`config.mk`:
```
export PLATFORM = sky130hd
export DESIGN_NAME = zcd_ctrl
export DESIGN_NICKNAME = d
export VERILOG_FILES = /design/src/verilog/zcd_pkg.sv /design/src/verilog/zcd_sync_if.sv /design/src/verilog/zcd_ctrl.sv /design/src/verilog/zcd_sync.sv
export SDC_FILE = /design/constraint.sdc
export NUM_CORES = 1
export LEC_CHECK = 0
export ABC_AREA = 1
export ABC_CLOCK_PERIOD_IN_PS = 800
export BUFFER_PORTS_ARGS = -buffer_cell sky130_fd_sc_hd__clkbuf_2
export CORE_AREA = 2 2 39 41
export CTS_BUF_LIST = sky130_fd_sc_hd__clkbuf_4 sky130_fd_sc_hd__clkbuf_8
export DETAILED_ROUTE_END_ITERATION = 16
export DIE_AREA = 0 0 41 43
export GPL_ROUTABILITY_DRIVEN = 0
export SLEW_MARGIN = 20
export SYNTH_ARGS = -nofsm -noshare
export SYNTH_HDL_FRONTEND = slang
export SYNTH_HIERARCHICAL = 1
export SYNTH_SLANG_ARGS = --single-unit
```
`constraint.sdc`:
```
create_clock -name i_core_clk -period 0.8 [get_ports i_core_clk]
set_input_delay 0.04 -clock i_core_clk [delete_from_list [all_inputs] [get_ports i_core_clk]]
set_output_delay 0.04 -clock i_core_clk [all_outputs]
set_load 0.01 [all_outputs]
```
`src/verilog/zcd_pkg.sv`:
```
package zcd_pkg;
  // edge select encodings
  localparam logic [1:0] ZCD_EDGE_OFF  = 2'h0;
  localparam logic [1:0] ZCD_EDGE_RISE = 2'h1;
  localparam logic [1:0] ZCD_EDGE_FALL = 2'h2;
  localparam logic [1:0] ZCD_EDGE_BOTH = 2'h3;
  // reset values
  localparam logic       ZCD_RST_BIT   = 1'h0;
  localparam logic [1:0] ZCD_RST_EDGE  = 2'h0;
  // synchroniser depth
  localparam int         ZCD_SYNC_LEN  = 2;
  typedef logic [1:0] zcd_edge_t;
endpackage

```
`src/verilog/zcd_sync_if.sv`:
```
`timescale 1ns/1ps
interface zcd_sync_if;
  logic async_in;
  logic sync_out;
  modport src (output async_in, input sync_out);
  modport dst (input async_in, output sync_out);
endinterface

```
`src/verilog/zcd_ctrl.sv`:
```
// Contract
// - Without inversion the level bit is 1 above the threshold, 0 below.
// - With inversion set, level bit and detector output are complemented.
// - Edge detection for the crossing flag works on the inverted output.
// - Comparison only starts once the enable bit is 1.
// - With pin drive enable set, the detector output is routed to the pin.
// - A crossing matching the edge select sets the crossing flag.
// - The request stays high while the edge select is not none and the flag is set.
// - A two-bit edge select picks rise, fall, both or none.
// - With standby keep-alive set, everything keeps working in standby.
`timescale 1ns/1ps
module zcd_ctrl (
  // clock and reset
  input  wire logic             i_core_clk,
  input  wire logic             i_rst,
  // control bits
  input  wire logic             i_enable,
  input  wire logic             i_invert,
  input  wire logic             i_pin_drive_enable,
  input  wire logic             i_standby_keep_alive,
  input  wire logic             i_standby,
  input  wire zcd_pkg::zcd_edge_t i_edge_select,
  input  wire logic             i_flag_clear,
  // analog comparator
  input  wire logic             i_comparator,
  // status and outputs
  output logic                  o_level,
  output logic                  o_crossing_flag,
  output logic                  o_irq,
  output logic                  o_event,
  output logic                  o_pin_out,
  output logic                  o_pin_oe,
  output logic                  o_analog_enable
);
  import zcd_pkg::*;

  zcd_sync_if sif ();
  logic sync_cmp;
  logic active;
  logic lvl_r, lvl_nxt;
  logic prev_r, prev_nxt;
  logic valid_r, valid_nxt;
  logic flag_r, flag_nxt;
  logic irq_r, irq_nxt;
  logic pin_r, pin_nxt;
  logic oe_r, oe_nxt;
  logic aen_r, aen_nxt;
  logic rise, fall, hit;

  assign sif.async_in = i_comparator;
  zcd_sync #(.STAGES(ZCD_SYNC_LEN)) u_sync (
    .i_core_clk (i_core_clk),
    .i_rst      (i_rst),
    .sif        (sif)
  );
  assign sync_cmp = sif.sync_out;

  // standby stops the block unless kept alive
  assign active = i_enable & (~i_standby | i_standby_keep_alive);

  always_comb begin
    aen_nxt  = active;
    lvl_nxt  = active ? (sync_cmp ^ i_invert) : ZCD_RST_BIT;
    // xor above applies inversion
    prev_nxt = lvl_nxt;
    // first active cycle has no prior level, so no false edge
    valid_nxt = active;
    rise = valid_r & active & ~prev_r & lvl_nxt;
    fall = valid_r & active & prev_r & ~lvl_nxt;
    case (i_edge_select)
      ZCD_EDGE_OFF:  hit = 1'b0;
      ZCD_EDGE_RISE: hit = rise;
      ZCD_EDGE_FALL: hit = fall;
      ZCD_EDGE_BOTH: hit = rise | fall;
      default:       hit = 1'b0;
    endcase
    // set wins over clear
    flag_nxt = hit | (flag_r & ~i_flag_clear);
    irq_nxt  = flag_nxt & (i_edge_select != ZCD_EDGE_OFF);
    oe_nxt   = active & i_pin_drive_enable;
    pin_nxt  = oe_nxt & lvl_nxt;
  end

  always_ff @(posedge i_core_clk) begin
    if (i_rst) begin
      lvl_r   <= ZCD_RST_BIT;
      prev_r  <= ZCD_RST_BIT;
      valid_r <= ZCD_RST_BIT;
      flag_r  <= ZCD_RST_BIT;
      irq_r   <= ZCD_RST_BIT;
      pin_r   <= ZCD_RST_BIT;
      oe_r    <= ZCD_RST_BIT;
      aen_r   <= ZCD_RST_BIT;
    end else begin
      lvl_r   <= lvl_nxt;
      prev_r  <= prev_nxt;
      valid_r <= valid_nxt;
      flag_r  <= flag_nxt;
      irq_r   <= irq_nxt;
      pin_r   <= pin_nxt;
      oe_r    <= oe_nxt;
      aen_r   <= aen_nxt;
    end
  end

  assign o_level         = lvl_r;
  assign o_crossing_flag = flag_r;
  assign o_irq           = irq_r;
  assign o_event         = lvl_r;
  assign o_pin_out       = pin_r;
  assign o_pin_oe        = oe_r;
  assign o_analog_enable = aen_r;

  property p_level;
    @(posedge i_core_clk) disable iff (i_rst)
      active |=> (o_level == ($past(sync_cmp) ^ $past(i_invert)));
  endproperty
  a_level: assert property (p_level) else $error("level wrong");

  property p_off;
    @(posedge i_core_clk) disable iff (i_rst)
      !active |=> !o_level && !o_pin_oe && !o_analog_enable;
  endproperty
  a_off: assert property (p_off) else $error("not idle when off");

  property p_pin;
    @(posedge i_core_clk) disable iff (i_rst)
      (active && i_pin_drive_enable) |=> o_pin_oe && (o_pin_out == o_level);
  endproperty
  a_pin: assert property (p_pin) else $error("pin not driven");

  property p_rise;
    @(posedge i_core_clk) disable iff (i_rst)
      (i_edge_select == ZCD_EDGE_RISE && rise) |=> o_crossing_flag;
  endproperty
  a_rise: assert property (p_rise) else $error("rise lost");

  property p_nofall;
    @(posedge i_core_clk) disable iff (i_rst)
      (i_edge_select == ZCD_EDGE_RISE && !o_crossing_flag && !rise)
        |=> !o_crossing_flag;
  endproperty
  a_nofall: assert property (p_nofall) else $error("bad flag");

  property p_irq;
    @(posedge i_core_clk) disable iff (i_rst)
      (o_crossing_flag && !i_flag_clear && i_edge_select != ZCD_EDGE_OFF)
        |=> o_irq;
  endproperty
  a_irq: assert property (p_irq) else $error("irq dropped");

  property p_hold;
    @(posedge i_core_clk) disable iff (i_rst)
      (o_crossing_flag && !i_flag_clear) |=> o_crossing_flag;
  endproperty
  a_hold: assert property (p_hold) else $error("flag lost");

  property p_sync;
    @(posedge i_core_clk) disable iff (i_rst)
      (active && !$past(i_rst) && !$past(i_rst, 2))
        |=> o_level == ($past(i_comparator, 3) ^ $past(i_invert));
  endproperty
  a_sync: assert property (p_sync) else $error("sync path");

  property p_stby;
    @(posedge i_core_clk) disable iff (i_rst)
      (i_enable && i_standby && i_standby_keep_alive) |=> o_analog_enable;
  endproperty
  a_stby: assert property (p_stby) else $error("standby off");

  property p_inv;
    @(posedge i_core_clk) disable iff (i_rst)
      (active && i_invert) |=> (o_level == !$past(sync_cmp));
  endproperty
  a_inv: assert property (p_inv) else $error("inversion lost");

  property p_rise_inv;
    @(posedge i_core_clk) disable iff (i_rst)
      (i_edge_select == ZCD_EDGE_RISE && i_invert && active
        && o_analog_enable && !o_level && !sync_cmp) |=> o_crossing_flag;
  endproperty
  a_rise_inv: assert property (p_rise_inv) else $error("inv edge");

  property p_first;
    @(posedge i_core_clk) disable iff (i_rst)
      (!o_analog_enable && !o_crossing_flag) |=> !o_crossing_flag;
  endproperty
  a_first: assert property (p_first) else $error("early edge");

  property p_pin_off;
    @(posedge i_core_clk) disable iff (i_rst)
      !(active && i_pin_drive_enable) |=> !o_pin_oe && !o_pin_out;
  endproperty
  a_pin_off: assert property (p_pin_off) else $error("pin on");

  property p_clear;
    @(posedge i_core_clk) disable iff (i_rst)
      (i_flag_clear && i_edge_select == ZCD_EDGE_OFF) |=> !o_crossing_flag;
  endproperty
  a_clear: assert property (p_clear) else $error("flag stuck");

  property p_irq_off;
    @(posedge i_core_clk) disable iff (i_rst)
      (i_edge_select == ZCD_EDGE_OFF) |=> !o_irq;
  endproperty
  a_irq_off: assert property (p_irq_off) else $error("irq on");

  property p_fall;
    @(posedge i_core_clk) disable iff (i_rst)
      (i_edge_select == ZCD_EDGE_FALL && fall) |=> o_crossing_flag;
  endproperty
  a_fall: assert property (p_fall) else $error("fall lost");

  property p_both;
    @(posedge i_core_clk) disable iff (i_rst)
      (i_edge_select == ZCD_EDGE_BOTH && (rise || fall)) |=> o_crossing_flag;
  endproperty
  a_both: assert property (p_both) else $error("edge lost");

  property p_none;
    @(posedge i_core_clk) disable iff (i_rst)
      (i_edge_select == ZCD_EDGE_OFF && !o_crossing_flag)
        |=> !o_crossing_flag;
  endproperty
  a_none: assert property (p_none) else $error("flag while off");

  property p_stby_off;
    @(posedge i_core_clk) disable iff (i_rst)
      (i_standby && !i_standby_keep_alive) |=> !o_analog_enable && !o_level;
  endproperty
  a_stby_off: assert property (p_stby_off) else $error("standby on");
endmodule

```
`src/verilog/zcd_sync.sv`:
```
`timescale 1ns/1ps
module zcd_sync #(
  parameter int STAGES = 2
) (
  // clock and reset
  input  wire logic i_core_clk,
  input  wire logic i_rst,
  // crossing
  zcd_sync_if.dst   sif
);
  import zcd_pkg::*;
  logic [STAGES-1:0] stage_r;
  logic [STAGES-1:0] stage_nxt;

  if (STAGES < 2) begin : g_bad_stages
    $error("zcd_sync needs at least two stages");
  end

  always_comb begin
    stage_nxt = {stage_r[STAGES-2:0], sif.async_in};
  end

  always_ff @(posedge i_core_clk) begin
    if (i_rst) begin
      stage_r <= '0;
    end else begin
      stage_r <= stage_nxt;
    end
  end

  assign sif.sync_out = stage_r[STAGES-1];
endmodule

```
==> impl_metrics.json <==
{
  "rsz0062_at_grt": "true",
  "synth_edf_count": 0,
  "async_flop_share_pct": 0,
  "instances_no_fill": 85,
  "p_sw_uw": 189,
  "die_area_um2": 1760,
  "io_pins": 18,
  "seq_power_share_pct": 49.5,
  "clockBufferDepth": 2,
  "wire_per_inst_um": 7.16,
  "vdd_ir_drop_max_mv": 0.618,
  "switching_share_pct": 22.2,
  "synth_cell_types": 10,
  "grt_pass1_wl_um": 979,
  "synth_common_cells": "inv_1 (11), dfxtp_1 (8), nand2_1 (8), nor2_1 (6), nand2_2 (3)",
  "timing.setup.tns_ps": -160,
  "numPortBuffers": 17,
  "max_slew_margin_pct": 91.1,
  "r2r_end": "o_crossing_flag",
  "violations": "negative setup slack",
  "antenna_found_initial": 0,
  "netlist_top_cells_area": "dfxtp_1 (51%), inv_1 (13%), nand2_1 (9.6%), nor2_1 (7.2%), nand2_2 (6.0%)",
  "start_util_pct": 22.6,
  "cts_tree": "yes",
  "syn_area_um2": 313,
  "vias_per_cell": 3.80,
  "yosysWarnings": 6,
  "cellLeakagePower_nw": 0.296,
  "clock-root-buffer": "clkbuf_4",
  "grt_max_degree": 5,
  "crit_type": "flop to flop",
  "setup_viol": 5,
  "ys_ff_latch": 8,
  "post-route-min-period_ps": 841,
  "drt-total-wl_um": 609,
  "post_cts_buffers": 0,
  "r2r_start": "prev_r",
  "final_nets": 82,
  "skew_ps": 4.47,
  "holdCritStartpoint": "i_pin_drive_enable",
  "arrival_ps": 980,
  "clk_pin_slew_ps": 50,
  "die_y_um": 43,
  "design.core.area_um2": 1380,
  "startpoint": "prev_r",
  "cp_max_fo": 3,
  "reg2reg_slack_ps": -40,
  "track_usage_pct": 9.49,
  "drt_pass1_iterations": 2,
  "startpoint_type": "flop",
  "syn_inst": 43,
  "numCtsBuffers": 3,
  "status": "finished with violations",
  "antennaDiodeCount": 0,
  "drive_above_1_share_pct": 52.2,
  "crit_path_end_kind": "flop",
  "syn_nets": 54,
  "num_rows": 14,
  "synth.top_cell.area_share_pct": 51.2,
  "hpwlAfterDp_um": 475,
  "required_ps": 940,
  "cts_sinks": 8,
  "whs_path_depth": 3,
  "h-tree-depth": 1,
  "drc": 0,
  "yosysTopAreaCell": "dfxtp_1",
  "vias": 323,
  "post-synth-top-count-cell": "inv_1",
  "pwr_density_cell_nw_per_um2": 1580,
  "drt_iter0_drc": 3,
  "maxCapViolations": 0,
  "internal-power_uw": 661,
  "tightest_slew_ps": 132,
  "first_global_vias": 265,
  "hold_path_end": "o_pin_out",
  "min_path_type": "input pin to flop",
  "clock_power_share_pct": 34.8,
  "fin_util_pct": 38.9,
  "combPwrFrac_pct": 15.6,
  "dp_cells": 78,
  "area_delta_synth_final_pct": 72.0,
  "reg2reg_depth": 7,
  "ant_nets": 0,
  "syn_avg_cell_area_um2": 7.27,
  "ys.flop_type": "dfxtp_1",
  "slew_viol_final": 0,
  "fin_crit_sh_pct": 105,
  "ys_seq_area_share_pct": 51.2,
  "grt_overflow_total": 0,
  "hold_viol_final": 0,
  "die_width_um": 41,
  "fmax_ghz": 1.19,
  "clock_latency_ps": 250,
  "finalWorstSetupSlack_ps": -41.0
}
## layout make-up
class | count | area (µm²)
fill | 152 | 846
timing repair buffer | 24 | 174
sequential | 8 | 164
multi-input combinational | 23 | 116
inverter | 11 | 41.3
clock buffer | 3 | 22.5
tap | 16 | 20.0
## metal layers
| layer | track usage [%] | routed length (µm) |
|---|---|---|
| met5 | 0 | 0 |
| met4 | 14.0 | 35 |
| met3 | 3.14 | 53 |
| met2 | 11.3 | 304 |
| met1 | 10.1 | 216 |
## critical path, stage by stage (launching register included)
cell and delay [ps]:
dfxtp_2 340, inv_1 40, nand2_1 50, nand3_1 70, nand3_1 80, nand2_1 60, nand2_2 60, inv_1 40
## kinds of logic (layout without fill, tap and decap cells)
family,count (synthesis),in the layout,synth area share [%]
DFF,8,8,51.2
AOI/OAI and AO/OA,1,1,1.60
and+or+nand+nor,22,22,31.6
buffers and inverters,12,38,15.6
## worst max path at each step
stage	slack, ps	endpoint
final	-40	o_crossing_flag
after global placement	-40	o_irq
after detailed placement	-70	o_crossing_flag
after CTS	-70	o_crossing_flag
after global routing	-100	o_irq
after floorplan	-30	o_crossing_flag
## power groups by stage
stage	combinational [mW]	clock [mW]	sequential, mW
floorplan	0.0421	0	0.432
CTS	0.125	0.312	0.421
global route	0.150	0.326	0.422
global placement	0.0995	0	0.427
detailed placement	0.101	0	0.427
finish	0.133	0.296	0.421
## stage by stage
| step | hold slack [ps] | setup slack, ps | cell area (µm²) | power [mW] |
|---|---|---|---|---|
| finish | 26.0 | -41.0 | 538 | 0.850 |
| global route | 42.8 | -101 | 538 | 0.898 |
| CTS | 18.8 | -74.2 | 518 | 0.857 |
| detailed placement | 238 | -68.7 | 434 | 0.528 |
| global placement | 236 | -40.0 | 434 | 0.526 |
| floorplan | 111 | -27.1 | 314 | 0.474 |
## registers in the layout, indices dropped and copies added, names as in the netlist
register and count:
o_irq 1, prev_r 1, u_sync/stage_r 2, o_crossing_flag 1, o_pin_out 1, o_pin_oe 1
o_analog_enable 1
## placed cells by master, fill, tap and decap left out, types with 2 or more instances in the layout
cell	count
nand2_2	5
nand2_1	6
buf_6	5
dfxtp_2	3
nand3_1	2
dfxtp_1	5
dlygate4sd3_1	4
nor2_2	3
clkbuf_2	14
clkbuf_4	3
nor2_1	5
inv_1	10
## timing repair
| action | in CTS | in global routing |
|---|---|---|
| hold buffers | 4 | 0 |
| setup endpoints to repair | 6 | 8 |
| pin swaps | 4 | 4 |
| cloned | 0 | 0 |
| hold endpoints to repair | 2 | 0 |
| resized for setup | 7 | 7 |
No activity file was read; power rests on OpenSTA's default activity.
